<file path="src/inc/lrtc_params.svh">
// constants of the logger clock/alarm register page
// assumes a 200 MHz core clock and byte-wide register access
`ifndef LRTC_PARAMS_SVH
`define LRTC_PARAMS_SVH
// register offsets
`define LRTC_A_SEC   16'h0200
`define LRTC_A_MIN   16'h0201
`define LRTC_A_HR    16'h0202
`define LRTC_A_WDAY  16'h0203
`define LRTC_A_DATE  16'h0204
`define LRTC_A_MON   16'h0205
`define LRTC_A_YR    16'h0206
`define LRTC_A_ASEC  16'h0207
`define LRTC_A_AMIN  16'h0208
`define LRTC_A_AHR   16'h0209
`define LRTC_A_AWDAY 16'h020A
`define LRTC_A_TLOW  16'h020B
`define LRTC_A_THIGH 16'h020C
`define LRTC_A_RATE  16'h020D
`define LRTC_A_CTRL  16'h020E
`define LRTC_A_TEMP  16'h0211
`define LRTC_A_STAT  16'h0214
// writable-bit masks, fixed zeros elsewhere
`define LRTC_M_SEC   8'h7F
`define LRTC_M_HR    8'h7F
`define LRTC_M_WDAY  8'h07
`define LRTC_M_DATE  8'h3F
`define LRTC_M_MON   8'h9F
`define LRTC_M_AWDAY 8'h87
`define LRTC_M_CTRL  8'hDF
// field positions
`define LRTC_B_HUNDRED_YEAR_FLAG  7
`define LRTC_B_FMT   6
`define LRTC_B_PM    5
`define LRTC_B_MASK  7
`define LRTC_B_OSC   7
`define LRTC_B_MEN_N 4
`define LRTC_B_TLS   2
`define LRTC_B_THS   1
`define LRTC_B_TAS   0
`define LRTC_B_MIP   5
`define LRTC_B_CLR   6
`define LRTC_B_TLF   2
`define LRTC_B_THF   1
`define LRTC_B_TAF   0
// reset values
`define LRTC_R_ONE   8'h01
`define LRTC_R_CTRL  8'h10
// timing
`define LRTC_TICK_NS 1000000000
`define LRTC_CLK_NS  5
// temperature code offsets in eighth degrees
`define LRTC_OFFS8_H 13'sh0074
`define LRTC_OFFS8_Z -13'sh002C
`endif

</file>
<file path="src/inc/lrtc_pkg.sv">
// types of the logger clock/alarm register page
// assumes lrtc_params.svh is on the include path
`default_nettype none
package lrtc_pkg;
  typedef struct packed {
    logic [15:0] addr;
    logic [7:0]  wdata;
    logic        wr;
    logic        rd;
  } lrtc_bus_s;

  typedef struct packed {
    logic [31:0] div;
    logic [7:0]  sec;
    logic [7:0]  min;
    logic [7:0]  hr;
    logic [7:0]  wday;
    logic [7:0]  date;
    logic [7:0]  mon;
    logic [7:0]  yr;
    logic [7:0]  al_sec;
    logic [7:0]  al_min;
    logic [7:0]  al_hr;
    logic [7:0]  al_wday;
    logic [7:0]  t_low;
    logic [7:0]  t_high;
    logic [7:0]  rate;
    logic [7:0]  ctrl;
    logic [7:0]  temp_code;
    logic        timer_alarm_flag;
    logic        tlf;
    logic        thf;
    logic        mip;
    logic        sec_seen;
    logic        alarm_evt;
    logic        hit;
    logic [7:0]  rdata;
  } lrtc_state_s;
endpackage
`default_nettype wire

</file>
<file path="src/core/lrtc_core.sv">
// clock, calendar, alarm and mission-control registers
// assumes a one-cycle strobe bus master on core_clk_i
//
// Behaviour
// - hours bit 6 high selects 12-hour mode, low 24-hour.
// - in 12-hour mode hours bit 5 is PM.
// - in 24-hour mode hours bit 5 is the twenties digit.
// - weekday counts 1 to 7 and wraps.
// - February 29 in years 00 or divisible by four.
// - century flag toggles when year rolls 99 to 00.
// - four alarm registers, bit 7 of each masks its field.
// - masks select per second, minute, hour or day matching.
// - all masks clear matches seconds, minutes, hours, weekday.
// - every alarm sets the timer alarm flag.
// - temperature is one unsigned byte, eighth-degree steps.
// - below range gives 00h, above range gives FFh.
// - code is eight times temperature minus variant offset.
// - low threshold at 20Bh, high threshold at 20Ch.
// - sample interval holds minutes between conversions.
// - nonzero interval write starts mission if cleared and enabled.
// - control write ends a running mission and updates contents.
// - control layout fixed; bit 5 reads zero.
// - timer_search lets alarm answer conditional search.
// - time registers are BCD; fixed zero bits read zero.
// - osc_stop halts clock; one second must pass before start.
// - temp searches answer after threshold reached in mission.
`timescale 1ns/10ps
`default_nettype none
`include "lrtc_params.svh"

module lrtc_core #(
  parameter int TICK_CYCLES = `LRTC_TICK_NS / `LRTC_CLK_NS,
  parameter bit HIGH_RANGE  = 1'b1
) (
  input  wire logic                   core_clk_i,
  input  wire logic                   sys_rst_i,
  input  wire lrtc_pkg::lrtc_bus_s    bus_i,
  input  wire logic                   log_cleared_i,
  input  wire logic                   conv_valid_i,
  input  wire logic signed [11:0]     temp8_i,
  output logic [7:0]                  rdata_o,
  output logic                        alarm_evt_o,
  output logic                        mission_active_o,
  output logic                        search_match_o
);
  import lrtc_pkg::*;

  // ==========================================================
  // constants and helpers
  localparam logic signed [12:0] OFFS8 =
    HIGH_RANGE ? `LRTC_OFFS8_H : `LRTC_OFFS8_Z;
  localparam logic [31:0] TICK_LAST = 32'(TICK_CYCLES - 1);
  localparam lrtc_state_s ST_RST = '{
    wday    : `LRTC_R_ONE,
    date    : `LRTC_R_ONE,
    mon     : `LRTC_R_ONE,
    ctrl    : `LRTC_R_CTRL,
    default : '0
  };

  function automatic logic [7:0] bcd_inc(input logic [7:0] v);
    bcd_inc = (v[3:0] == 4'h9) ? {v[7:4] + 4'h1, 4'h0} : v + 8'h01;
  endfunction

  function automatic logic is_leap(input logic [7:0] y);
    if (y[4]) begin
      is_leap = (y[3:0] == 4'h2) || (y[3:0] == 4'h6);
    end else begin
      is_leap = (y[3:0] == 4'h0) || (y[3:0] == 4'h4) ||
                (y[3:0] == 4'h8);
    end
  endfunction

  function automatic logic [7:0] month_len(input logic [7:0] m,
                                           input logic [7:0] y);
    case (m[4:0])
      5'h02:   month_len = is_leap(y) ? 8'h29 : 8'h28;
      5'h04,
      5'h06,
      5'h09,
      5'h11:   month_len = 8'h30;
      default: month_len = 8'h31;
    endcase
  endfunction

  // ==========================================================
  // state
  lrtc_state_s        st_ff;
  lrtc_state_s        nxt_st;
  logic               tick;
  logic               c_min;
  logic               c_hr;
  logic               c_day;
  logic               c_mon;
  logic               c_yr;
  logic               alarm;
  logic               start_ok;
  logic signed [12:0] raw;
  logic [7:0]         code;

  // ==========================================================
  // temperature encoding
  always_comb begin
    raw = {temp8_i[11], temp8_i} - OFFS8;
    if (raw < 13'sh0000) begin
      code = 8'h00;
    end else if (raw > 13'sh00FF) begin
      code = 8'hFF;
    end else begin
      code = raw[7:0];
    end
  end

  // ==========================================================
  // next state
  always_comb begin
    nxt_st           = st_ff;
    nxt_st.alarm_evt = 1'b0;
    nxt_st.rdata     = 8'h00;
    tick             = 1'b0;
    c_min            = 1'b0;
    c_hr             = 1'b0;
    c_day            = 1'b0;
    c_mon            = 1'b0;
    c_yr             = 1'b0;
    alarm            = 1'b0;
    start_ok         = 1'b0;

    // one-second timebase, held at zero while stopped
    if (st_ff.ctrl[`LRTC_B_OSC]) begin
      nxt_st.div = '0;
    end else if (st_ff.div == TICK_LAST) begin
      nxt_st.div = '0;
      tick       = 1'b1;
    end else begin
      nxt_st.div = st_ff.div + 32'h1;
    end

    // BCD time and calendar
    if (tick) begin
      nxt_st.sec_seen = 1'b1;
      if (st_ff.sec == 8'h59) begin
        nxt_st.sec = 8'h00;
        c_min      = 1'b1;
      end else begin
        nxt_st.sec = bcd_inc(st_ff.sec);
      end
    end
    if (c_min) begin
      if (st_ff.min == 8'h59) begin
        nxt_st.min = 8'h00;
        c_hr       = 1'b1;
      end else begin
        nxt_st.min = bcd_inc(st_ff.min);
      end
    end
    if (c_hr) begin
      if (st_ff.hr[`LRTC_B_FMT]) begin
        if (st_ff.hr[4:0] == 5'h11) begin
          nxt_st.hr[4:0]        = 5'h12;
          nxt_st.hr[`LRTC_B_PM] = ~st_ff.hr[`LRTC_B_PM];
          c_day                 = st_ff.hr[`LRTC_B_PM];
        end else if (st_ff.hr[4:0] == 5'h12) begin
          nxt_st.hr[4:0] = 5'h01;
        end else begin
          nxt_st.hr[4:0] = 5'(bcd_inc({3'b000, st_ff.hr[4:0]}));
        end
      end else if (st_ff.hr[5:0] == 6'h23) begin
        nxt_st.hr[5:0] = 6'h00;
        c_day          = 1'b1;
      end else begin
        nxt_st.hr[5:0] = 6'(bcd_inc({2'b00, st_ff.hr[5:0]}));
      end
    end
    if (c_day) begin
      nxt_st.wday = (st_ff.wday == 8'h07) ? 8'h01 :
                    st_ff.wday + 8'h01;
      if (st_ff.date == month_len(st_ff.mon, st_ff.yr)) begin
        nxt_st.date = 8'h01;
        c_mon       = 1'b1;
      end else begin
        nxt_st.date = bcd_inc(st_ff.date);
      end
    end
    if (c_mon) begin
      if (st_ff.mon[4:0] == 5'h12) begin
        nxt_st.mon[4:0] = 5'h01;
        c_yr            = 1'b1;
      end else begin
        nxt_st.mon[4:0] = 5'(bcd_inc({3'b000, st_ff.mon[4:0]}));
      end
    end
    if (c_yr) begin
      if (st_ff.yr == 8'h99) begin
        nxt_st.yr               = 8'h00;
        nxt_st.mon[`LRTC_B_HUNDRED_YEAR_FLAG] = ~st_ff.mon[`LRTC_B_HUNDRED_YEAR_FLAG];
      end else begin
        nxt_st.yr = bcd_inc(st_ff.yr);
      end
    end

    // alarm against the freshly advanced time
    alarm = tick &&
      (st_ff.al_sec[`LRTC_B_MASK] ||
       ({1'b0, st_ff.al_sec[6:0]} == nxt_st.sec)) &&
      (st_ff.al_min[`LRTC_B_MASK] ||
       ({1'b0, st_ff.al_min[6:0]} == nxt_st.min)) &&
      (st_ff.al_hr[`LRTC_B_MASK] ||
       ({1'b0, st_ff.al_hr[6:0]} == nxt_st.hr)) &&
      (st_ff.al_wday[`LRTC_B_MASK] ||
       ({5'h00, st_ff.al_wday[2:0]} == nxt_st.wday));

    // a write to a time field wins over the same-cycle tick
    start_ok = log_cleared_i && !st_ff.ctrl[`LRTC_B_MEN_N] &&
               st_ff.sec_seen && !st_ff.mip;
    if (bus_i.wr) begin
      case (bus_i.addr)
        `LRTC_A_SEC:   nxt_st.sec     = bus_i.wdata & `LRTC_M_SEC;
        `LRTC_A_MIN:   nxt_st.min     = bus_i.wdata & `LRTC_M_SEC;
        `LRTC_A_HR:    nxt_st.hr      = bus_i.wdata & `LRTC_M_HR;
        `LRTC_A_WDAY:  nxt_st.wday    = bus_i.wdata & `LRTC_M_WDAY;
        `LRTC_A_DATE:  nxt_st.date    = bus_i.wdata & `LRTC_M_DATE;
        `LRTC_A_MON:   nxt_st.mon     = bus_i.wdata & `LRTC_M_MON;
        `LRTC_A_YR:    nxt_st.yr      = bus_i.wdata;
        `LRTC_A_ASEC:  nxt_st.al_sec  = bus_i.wdata;
        `LRTC_A_AMIN:  nxt_st.al_min  = bus_i.wdata;
        `LRTC_A_AHR:   nxt_st.al_hr   = bus_i.wdata;
        `LRTC_A_AWDAY: nxt_st.al_wday = bus_i.wdata & `LRTC_M_AWDAY;
        `LRTC_A_TLOW:  nxt_st.t_low   = bus_i.wdata;
        `LRTC_A_THIGH: nxt_st.t_high  = bus_i.wdata;
        `LRTC_A_RATE: begin
          nxt_st.rate = bus_i.wdata;
          if ((bus_i.wdata != 8'h00) && start_ok) begin
            nxt_st.mip = 1'b1;
          end
        end
        `LRTC_A_CTRL: begin
          nxt_st.ctrl = bus_i.wdata & `LRTC_M_CTRL;
          nxt_st.mip  = 1'b0;
          if (bus_i.wdata[`LRTC_B_OSC]) begin
            nxt_st.sec_seen = 1'b0;
          end
        end
        `LRTC_A_STAT: begin
          // flags accept only zero writes
          nxt_st.timer_alarm_flag = st_ff.timer_alarm_flag & bus_i.wdata[`LRTC_B_TAF];
          nxt_st.thf = st_ff.thf & bus_i.wdata[`LRTC_B_THF];
          nxt_st.tlf = st_ff.tlf & bus_i.wdata[`LRTC_B_TLF];
          nxt_st.mip = nxt_st.mip & bus_i.wdata[`LRTC_B_MIP];
        end
        default: ;
      endcase
    end

    // events set after the clear so a same-cycle event survives
    if (alarm) begin
      nxt_st.timer_alarm_flag = 1'b1;
    end
    nxt_st.alarm_evt = alarm;
    if (conv_valid_i) begin
      nxt_st.temp_code = code;
      if (st_ff.mip && (code <= st_ff.t_low)) begin
        nxt_st.tlf = 1'b1;
      end
      if (st_ff.mip && (code >= st_ff.t_high)) begin
        nxt_st.thf = 1'b1;
      end
    end
    nxt_st.hit = (nxt_st.ctrl[`LRTC_B_TAS] && nxt_st.timer_alarm_flag) ||
                 (nxt_st.ctrl[`LRTC_B_TLS] && nxt_st.tlf) ||
                 (nxt_st.ctrl[`LRTC_B_THS] && nxt_st.thf);

    // read data valid only in the cycle after the strobe
    if (bus_i.rd) begin
      case (bus_i.addr)
        `LRTC_A_SEC:   nxt_st.rdata = st_ff.sec;
        `LRTC_A_MIN:   nxt_st.rdata = st_ff.min;
        `LRTC_A_HR:    nxt_st.rdata = st_ff.hr;
        `LRTC_A_WDAY:  nxt_st.rdata = st_ff.wday;
        `LRTC_A_DATE:  nxt_st.rdata = st_ff.date;
        `LRTC_A_MON:   nxt_st.rdata = st_ff.mon;
        `LRTC_A_YR:    nxt_st.rdata = st_ff.yr;
        `LRTC_A_ASEC:  nxt_st.rdata = st_ff.al_sec;
        `LRTC_A_AMIN:  nxt_st.rdata = st_ff.al_min;
        `LRTC_A_AHR:   nxt_st.rdata = st_ff.al_hr;
        `LRTC_A_AWDAY: nxt_st.rdata = st_ff.al_wday;
        `LRTC_A_TLOW:  nxt_st.rdata = st_ff.t_low;
        `LRTC_A_THIGH: nxt_st.rdata = st_ff.t_high;
        `LRTC_A_RATE:  nxt_st.rdata = st_ff.rate;
        `LRTC_A_CTRL:  nxt_st.rdata = st_ff.ctrl;
        `LRTC_A_TEMP:  nxt_st.rdata = st_ff.temp_code;
        `LRTC_A_STAT: begin
          nxt_st.rdata                = 8'h00;
          nxt_st.rdata[`LRTC_B_CLR]   = log_cleared_i;
          nxt_st.rdata[`LRTC_B_MIP]   = st_ff.mip;
          nxt_st.rdata[`LRTC_B_TLF]   = st_ff.tlf;
          nxt_st.rdata[`LRTC_B_THF]   = st_ff.thf;
          nxt_st.rdata[`LRTC_B_TAF]   = st_ff.timer_alarm_flag;
        end
        default:       nxt_st.rdata = 8'h00;
      endcase
    end
  end

  always_ff @(posedge core_clk_i) begin
    if (sys_rst_i) begin
      st_ff <= ST_RST;
    end else begin
      st_ff <= nxt_st;
    end
  end

  assign rdata_o          = st_ff.rdata;
  assign alarm_evt_o      = st_ff.alarm_evt;
  assign mission_active_o = st_ff.mip;
  assign search_match_o   = st_ff.hit;

  // ==========================================================
  // assertions
  logic no_wr;
  assign no_wr = !bus_i.wr;
endmodule

`default_nettype wire

</file>
<file path="config.mk">
export PLATFORM = sky130hd
export DESIGN_NAME = lrtc_core
export DESIGN_NICKNAME = d
export VERILOG_FILES = /design/src/inc/lrtc_pkg.sv /design/src/core/lrtc_core.sv
export VERILOG_INCLUDE_DIRS = /design/src /design/src/inc
export SDC_FILE = /design/constraint.sdc
export NUM_CORES = 1
export LEC_CHECK = 0
export BUFFER_PORTS_ARGS = -buffer_cell sky130_fd_sc_hd__buf_2
export CORE_MARGIN = 2
export CORE_UTILIZATION = 50
export CTS_BUF_LIST = sky130_fd_sc_hd__clkbuf_8
export DETAILED_ROUTE_END_ITERATION = 16
export PLACE_DENSITY = 0.7
export RECOVER_POWER = 25
export SETUP_SLACK_MARGIN = 0.4
export SYNTH_ARGS = -nofsm -noshare
export SYNTH_HDL_FRONTEND = slang
export SYNTH_SLANG_ARGS = --single-unit
</file>
<file path="constraint.sdc">
create_clock -name core_clk_i -period 5.45 [get_ports core_clk_i]
set_input_delay 0.8175 -clock core_clk_i [delete_from_list [all_inputs] [get_ports core_clk_i]]
set_output_delay 0.8175 -clock core_clk_i [all_outputs]
set_load 0.005 [all_outputs]
</file>
# Yosys cells after proc, flatten, opt, wreduce, memory -nomap -nowiden
# Index checks and enable logic that the tools add are counted.
# Widths: inputs -> output; s select.
# totals
register_bits,167
latch_bits,0
mem_bits_rw,0
rom_bits,0
inputBits,42
output_inout_bits,11
word_cells,218
mem_count,0
# op_classes
addsub,17
mul,0
div,0
n_lt_le_gt_ge,4
n_eq_ne,47
shifts,0
muxes,76
n_bitwise,7
n_reduce_logical,40
# ops
op,count
$eq 16x10->1 const B,17
$mux 8,29
$pmux 8 s17,1
$mux 120,1
$add 8x1->8 const B,5
$mux 5,7
$add 32x1->32 const B,1
$eq 32x28->1 const B,1
$eq 4x4->1 const B,7
$mux 1,28
$mux 6,4
$eq 5x5->1 const B,4
$reduce_and 2->1,9
$add 4x1->4 const B,4
$eq 7x8->1,2
$eq 8x7->1 const B,2
$mux 16,1
$gt 13x9->1 const B,1
$logic_and 1x1->1,13
$lt 13x1->1 const B,1
$sub 12x8->13 const B,1
$add 5x1->5 const B,2
$eq 5x3->1 const B,2
$pmux 5 s2,1
31 further kinds,47

# Depth between registers and ports, before layout
# Gate-level depths: netlist of run 1.
# logic_depth
depth_word,20
mapped_depth,19
mapped_depth_nobuf,19

# Worst setup path after synthesis of run 1
# Ideal clock, no wire load.
# synth_path
path_kind,input port to flip-flop
startpoint,in temp8_i[2]
endpoint,reg st_ff (netlist bit search_match_o)
setup_time_ps,122
arrival_ps,4311
t_required_ps,5328
path_slack_ps,1017
path_stages,19
path_buffers,0
cell_sequence,inv_1 -> ha_1 -> nand4b_1 -> nor4b_1 -> a31oi_1 -> o32a_1 -> nor2_1 -> o31ai_1 -> o21ai_0 -> ha_1 -> nand2b_1 -> a21o_1 -> a21o_1 -> a21o_1 -> a21o_1 -> a211o_1 -> a21oi_1 -> o21ai_0 -> a221o_1
# synth_between
elab_chain_cells,11
elab_cells_between_ends,16
classes_between,1 x add/sub; 4 x order compare; 5 x mux; 6 x reduce/logical
# synth_lines
item,line_no,text
from (decl),lrtc_core.sv:40,"input wire logic signed [11:0] temp8_i,"
$sub 12x8->13 *,lrtc_core.sv:104,"raw = {temp8_i[11], temp8_i} - OFFS8;"
$gt 13x9->1,lrtc_core.sv:107,end else if (raw > 13'sh00FF) begin
$mux 8,lrtc_core.sv:107,
$mux 8 *,lrtc_core.sv:105,if (raw < 13'sh0000) begin
$le 8x8->1,lrtc_core.sv:262,if (st_ff.mip && (code <= st_ff.t_low)) begin
$logic_and 1x1->1,lrtc_core.sv:262,
$mux 1,lrtc_core.sv:262,
$mux 2 *,lrtc_core.sv:260,if (conv_valid_i) begin
$logic_and 1x1->1,lrtc_core.sv:270,(nxt_st.ctrl[`LRTC_B_TLS] && nxt_st.tlf) ||
$logic_or 1x1->1,lrtc_core.sv:269,nxt_st.hit = (nxt_st.ctrl[`LRTC_B_TAS] && nxt_st.timer_alarm_flag) ||
$logic_or 1x1->1 *,lrtc_core.sv:269,
to (signal assigned),lrtc_core.sv:309,st_ff <= nxt_st;
to (decl),lrtc_core.sv:88,lrtc_state_s st_ff;
# Mark *: on every way between the ends. The rest lies on a longest branch, timed or not.
# A chain may end at the register's enable or synchronous reset.

# Worst setup path after layout of run 1
# Same ends and word-level chain as after synthesis.

==> flow_metrics.tcl, run 1 <==
set metrics [dict create \
    status "finished, final reports clean" \
    synth_top_family_by_area "simple AND/OR/NAND/NOR gates" \
    synth_compound_area_share_pct 21.6 \
    busiest_layer "met2" \
    avgSynthCellArea_sq_um 7.62 \
    syn_area_sq_um 10500 \
    dpl_cell_area_sq_um 10900 \
    hpwl_mm 24.3 \
    synth_ff_type "dfxtp_1" \
    maxSlewHeadroom_pct 3.57 \
    clock_latency_ns 0.48 \
    gp_congestion 0.950 \
    cts_setup_buffers 0 \
    leakagePower_uw 0.00377 \
    setup_viol 0 \
    dr_total_vias 10500 \
    antenna_found_initial 0 \
    min_path_type "register to register" \
    antenna_cells 0 \
    postLayoutCellArea_sq_um 11300 \
    grt_use_met2_pct 47.6 \
    synth_fp_nets 1459 \
    synth_cells 1384 \
    grt-ovfl-total 0 \
    nFillCells 2051 \
    gr-usage-met1_pct 41.0 \
    worstPathArrival_ns 4.88 \
    firstDrtPassIters 5 \
    period_needed_ns 4.50 \
    cts_hold_buf 0 \
    final-max-slew-violation-count 0 \
    critical-path-max-stage-delay_ns 0.33 \
    crit_path_end_kind "register" \
    post-place-ws_ns 0.483 \
    die_w_um 149 \
    cp.required_ns 5.83 \
    critPathTopFamily "compound AO/OA/AOI/OAI gates" \
    power_density_nw_per_um2 209 \
    drt_iter0_markers 1294 \
    io_buffer_count 52 \
    cp_slowest_cell "nand4b_1" \
    ys_seq_area_share_pct 31.7 \
    drc 0 \
    final_hold_viol_count 0 \
    start_kind "input port" \
    irDropWorstVdd_mv 0.153 \
    clock_skew_ns 0.0193 \
    area_delta_synth_final_pct 6.84 \
    drv_cap 0 \
    max_slew.worst_pin.slew_ns 1.45 \
    viasPerCell 6.32 \
    grt_pass1_vias 9439 \
    setup_ws_ns 0.955 \
    synth_adder_area_share_pct 3.92 \
    cts_buffers 17 \
    met3_usage_pct 5.26 \
    synthSimpleGateAreaFrac_pct 29.6 \
    synth_xor_area_share_pct 5.98 \
    numClockSinks 167 \
    cts-htree-levels 4 \
    period_share_pct 82.5 \
    grt_use_total_pct 30.3 \
    nNetsFinal 1444 \
    core_sq_um 20900 \
    cts_resized 0 \
    antenna_left 0 \
    timing.critical_path.buf_inv 2 \
    placementRows 53 \
    path_cells "buf_2, inv_1, ha_1, nand4b_1, nor4b_1, a31oi_1, o32a_1, nor2_1, o31ai_1, o21ai_0, ha_1, nand2b_1, a21o_1, a21o_1, a21o_1, a21o_1, a211o_1, a21oi_1, o21ai_0, a221o_1" \
    initial_core_util_pct 50.5 \
    path_max_fanout 7 \
    drt_wl_total_mm 33.5 \
    grt_pass1_wl_mm 52.7 \
    die_y_um 149 \
    muxShareOfSynthArea_pct 1.44 \
    grt_max_degree 72 \
    cts_buffer_depth 2 \
    rsz0062_at_grt "no" \
    synth-edff-count 0 \
    ys_warn_count 0 \
    route.detailed.wl_per_inst_um 20.2 \
    synth-async-reset-ratio_pct 0 \
    path_clk_slew_ns 0.10 \
    yosys_register_bits 167 \
    crit_top_cell "a21o_1" \
    post_synth_num_cell_types 80 \
    worstSetupPathType "input port to register" \
    root_buffer "clkbuf_8" \
    fmax_ghz 0.222 \
    tns_ns 0 \
    cts_tree "yes" \
    dieArea_sq_um 22300 \
    drive_above_1_share_pct 7.45 \
    ios 53 \
]
-- worst register-to-register path, cell delays in order (launching register included) --
cell and delay (ns):
dfxtp_1 0.51, ha_1 0.27, and3b_1 0.51, nand4_1 0.42, nor4_1 0.67, mux2i_1 0.36, xor2_1 0.18, nand3_1 0.11
o41a_1 0.33, or4_1 0.54, a21oi_1 0.16
-- state kept, by name (all words and copies together), names as in the netlist --
name              cells
alarm_evt_o           1
search_match_o        1
mission_active_o      1
st_ff               156
rdata_o               8
-- final timing paths --
| kind | end | cells past startpoint | from | slack (ns) |
|---|---|---|---|---|
| setup reg to reg | st_ff[14] | 10 | st_ff[135] | 1.34 |
| hold / removal | st_ff[32] | 2 | st_ff[32] | 0.46 |
| setup / recovery | search_match_o | 20 | temp8_i[2] | 0.95 |
| hold reg to reg | st_ff[32] | 2 | st_ff[32] | 0.46 |
-- synthesized netlist by cell type (all sizes together), types with 4 or more instances --
cell / n / area (sq um)
a2111oi: 5 / 62.6
a211o: 4 / 35.0
a211oi: 18 / 135
a21o: 10 / 75.1
a21oi: 122 / 611
a221oi: 15 / 131
a222oi: 5 / 50.1
a22o: 14 / 123
a22oi: 34 / 255
a311oi: 4 / 35.0
a31oi: 17 / 106
a41oi: 4 / 35.0
and2: 16 / 103
and3: 26 / 163
buf: 18 / 109
clkbuf: 80 / 300
dfxtp: 167 / 3340
ha: 33 / 413
inv: 53 / 199
mux2i: 14 / 140
nand2: 152 / 571
nand2b: 13 / 81.3
nand3: 74 / 370
nand3b: 13 / 97.6
nand4: 23 / 144
nor2: 138 / 518
nor2b: 19 / 119
nor3: 35 / 186
nor3b: 8 / 60.1
nor4: 32 / 270
nor4b: 8 / 70.1
nor4bb: 5 / 50.1
o21a: 8 / 60.1
o21ai: 40 / 200
o21bai: 6 / 45.0
o31ai: 5 / 37.5
o32ai: 4 / 35.0
or3: 19 / 124
xnor2: 41 / 359
xor2: 31 / 272
-- final cells by class --
type	count	area [sq um]	area share, %
multi-input combinational	1066	6600	58.6
timing repair buffer	64	337	2.99
clock buffer	17	234	2.08
clock inverter	15	201	1.79
tap	275	344	3.06
inverter	53	199	1.77
sequential	167	3340	29.7
-- through the flow --
stage | power [uW] | utilization [%] | hold slack (ns) | instances
finish | 2350 | 53.9 | 0.460 | 1657
global route | 2430 | 53.9 | 0.483 | 1657
CTS | 2370 | 54.0 | 0.459 | 1657
detailed placement | 1390 | 51.9 | 0.446 | 1625
global placement | 1380 | 51.9 | 0.441 | 1625
floorplan | 1340 | - | 0.426 | 1384
-- cells in the final DEF, fill, tap and decap left out, types with 22 or more instances in the layout --
cell type,count
xnor2_1,41
nor4_1,22
nand2_1,152
nand3_1,74
a22oi_1,34
o21ai_0,38
and3_1,26
a21oi_1,122
nor3_1,34
inv_1,53
xor2_1,31
dfxtp_1,167
ha_1,33
buf_2,41
nand4_1,23
nor2_1,138
-- power breakdown --
group	internal (uW)	switching, uW	total [uW]
clock	473	519	992
sequential	1220	5.24	1230
combinational	40.5	90.6	131
-- routing by layer --
layer	wire length [um]	share of wire [%]	vias up
li1	-	-	4971
met5	0	0	-
met2	15100	45	515
met1	14300	43	4908
met3	2690	8.0	85
met4	1410	4.2	0
-- kinds of logic (layout without fill, tap and decap cells) --
family          count (synthesis)  in the layout
compound gates                343            343
xor+xnor                       72             72
fa+ha+maj                      33             33
buf+inv                       151            149
flops                         167            167
mux                            15             15
simple gates                  603            603
(Power assumes the default switching activity.)
==> inputs of run 2 (changes only) <==
- PLACE_DENSITY: 0.7 -> 0.73
- clock period: 5.45 -> 3.76 ns (I/O delays scaled with it)
==> run 2 against run 1 <==
  * Clock power is 49% higher
  * Sequential power grew 45%
  * Flip-flop and latch count unchanged
  * First-iteration DRC count rose by 3.7%
  * Non-clock buffer count up 81
  * Critical path depth unchanged
==> flow_metrics.tcl, run 2 (synthesis gave the netlist of run 1 again) <==
set metrics [dict create \
    dpl_cell_area_sq_um 11400 \
    cts-htree-levels 4 \
    hpwl_mm 25.4 \
    antenna_found_initial 2 \
    layout_common_cells "dfxtp_1 (161), nand2_1 (152), nor2_1 (137)" \
    final_common_cell "dfxtp_1" \
    core_sq_um 20900 \
    hold_slack_ns 0.432 \
    grt_max_degree 68 \
    crit_path_end_kind "register" \
    placementRows 53 \
    area_delta_synth_final_pct 15.9 \
    total_power_uw 3490 \
    gp_congestion 1.00 \
    status "finished, final reports clean" \
    fmax_ghz 0.282 \
    dr_total_vias 11100 \
    drc 0 \
    die_w_um 149 \
    cp.required_ns 4.12 \
    maxSlewHeadroom_pct 40.5 \
    start_kind "input port" \
    cts_hold_buf 0 \
    final-max-slew-violation-count 0 \
    cts_buffer_depth 2 \
    drt_iter0_markers 1342 \
    crit_top_cell "a21o_1" \
    drv_cap 0 \
    power_density_nw_per_um2 286 \
    path_cells "buf_8, inv_12, ha_4, nand4b_1, nor4b_1, a31oi_1, o32a_1, nor2_4, o31ai_4, o21ai_2, ha_1, nand2b_4, a21o_1, a21o_1, a21o_1, a21o_1, a211o_1, a21oi_2, o21ai_2, a221o_1" \
    io_buffer_count 52 \
    antenna_cells 0 \
    numClockSinks 167 \
    clock_latency_ns 0.47 \
    path_max_fanout 3 \
    timing.critical_path.buf_inv 2 \
    final_hold_viol_count 0 \
    leakagePower_uw 0.00429 \
    antenna_left 0 \
    grt_pass1_vias 9868 \
    clock_skew_ns 0.0161 \
    period_share_pct 94.3 \
    root_buffer "clkbuf_8" \
    worstPathArrival_ns 3.90 \
    cts_buffers 17 \
    cp_slowest_cell "nor4b_1" \
    path_clk_slew_ns 0.09 \
    largest_register "st_ff" \
    irDropWorstVdd_mv 0.193 \
    grt_use_total_pct 32.1 \
    setup_viol 0 \
    drt_wl_total_mm 35.8 \
    grt-ovfl-total 0 \
    route.detailed.wl_per_inst_um 20.6 \
    drive_above_1_share_pct 15.5 \
    period_needed_ns 3.54 \
    critPathTopFamily "compound AO/OA/AOI/OAI gates" \
    worstSetupPathType "input port to register" \
    grt_pass1_wl_mm 55.2 \
    die_y_um 149 \
    nNetsFinal 1525 \
    initial_core_util_pct 50.5 \
    min_path_type "register to register" \
    max_slew.worst_pin.slew_ns 0.886 \
    ios 53 \
    dieArea_sq_um 22300 \
    cts_tree "yes" \
    rsz0062_at_grt "yes" \
    largest_reg_flops 156 \
    viasPerCell 6.40 \
    postLayoutCellArea_sq_um 12200 \
    critical-path-max-stage-delay_ns 0.36 \
    firstDrtPassIters 6 \
]
==> run 2: changes by cell type in the layout (fill, tap and decap cells not counted), moves of 4 or more <==
cell	delta
o21ai_0	-4
inv_8	-5
dfxtp_1	-6
a21oi_2	+4
buf_4	+71
a21oi_1	-4
dfxtp_2	+6
o21ai_2	+4
==> run 2: final timing paths <==
kind                            startpoint        endpoint  slack (ns)  cells past startpoint
worst max-delay path            temp8_i[2]  search_match_o        0.22                     20
worst min-delay path            st_ff[143]      st_ff[143]        0.43                      1
worst max register to register  st_ff[154]  search_match_o        0.23                     11
worst min register to register  st_ff[143]      st_ff[143]        0.43                      1
==> run 2: timing repair <==
| action | CTS | global route |
|---|---|---|
| resized for setup | 31 | 28 |
| pin swaps | 18 | 11 |
| buffers inserted | 6 | 11 |
| setup endpoints to repair | 4 | 11 |
| endpoints found under the hold margin | 0 | 0 |
==> run 2: through the flow <==
stage | worst slack, ns | setup TNS, ns | instances | utilization [%]
global placement | -0.271 | -0.339 | 1689 | 54.6
finish | 0.216 | 0 | 1736 | 58.5
global route | 0.0894 | 0 | 1736 | 58.5
CTS | 0.399 | 0 | 1725 | 57.6
floorplan | -0.0686 | -0.0686 | 1384 | -
detailed placement | -0.392 | -0.605 | 1689 | 54.6
==> run 2: cell type report <==
cell class                      instances  area, sq um
Inverter                               53          224
Timing Repair Buffer                  145          997
Clock inverter                         13          205
Sequential cell                       167         3350
Clock buffer                           17          234
Fill cell                            1913         8670
Tap cell                              275          344
Multi-Input combinational cell       1066         6870
==> run 2: layer usage <==
layer | vias up | track usage, % | part of all wire, %
li1 | 5128 | - | -
met2 | 662 | 47.4 | 43
met3 | 96 | 7.55 | 12
met4 | 0 | 13.8 | 3.9
met1 | 5228 | 44.6 | 41
met5 | - | 0 | 0
==> run 2: power by group <==
group	leakage (uW)	internal, uW	switching [uW]
Clock	0.000220	783	698
Combinational	0.00272	78.8	147
Sequential	0.00135	1780	8.22
Total	0.00429	2640	853
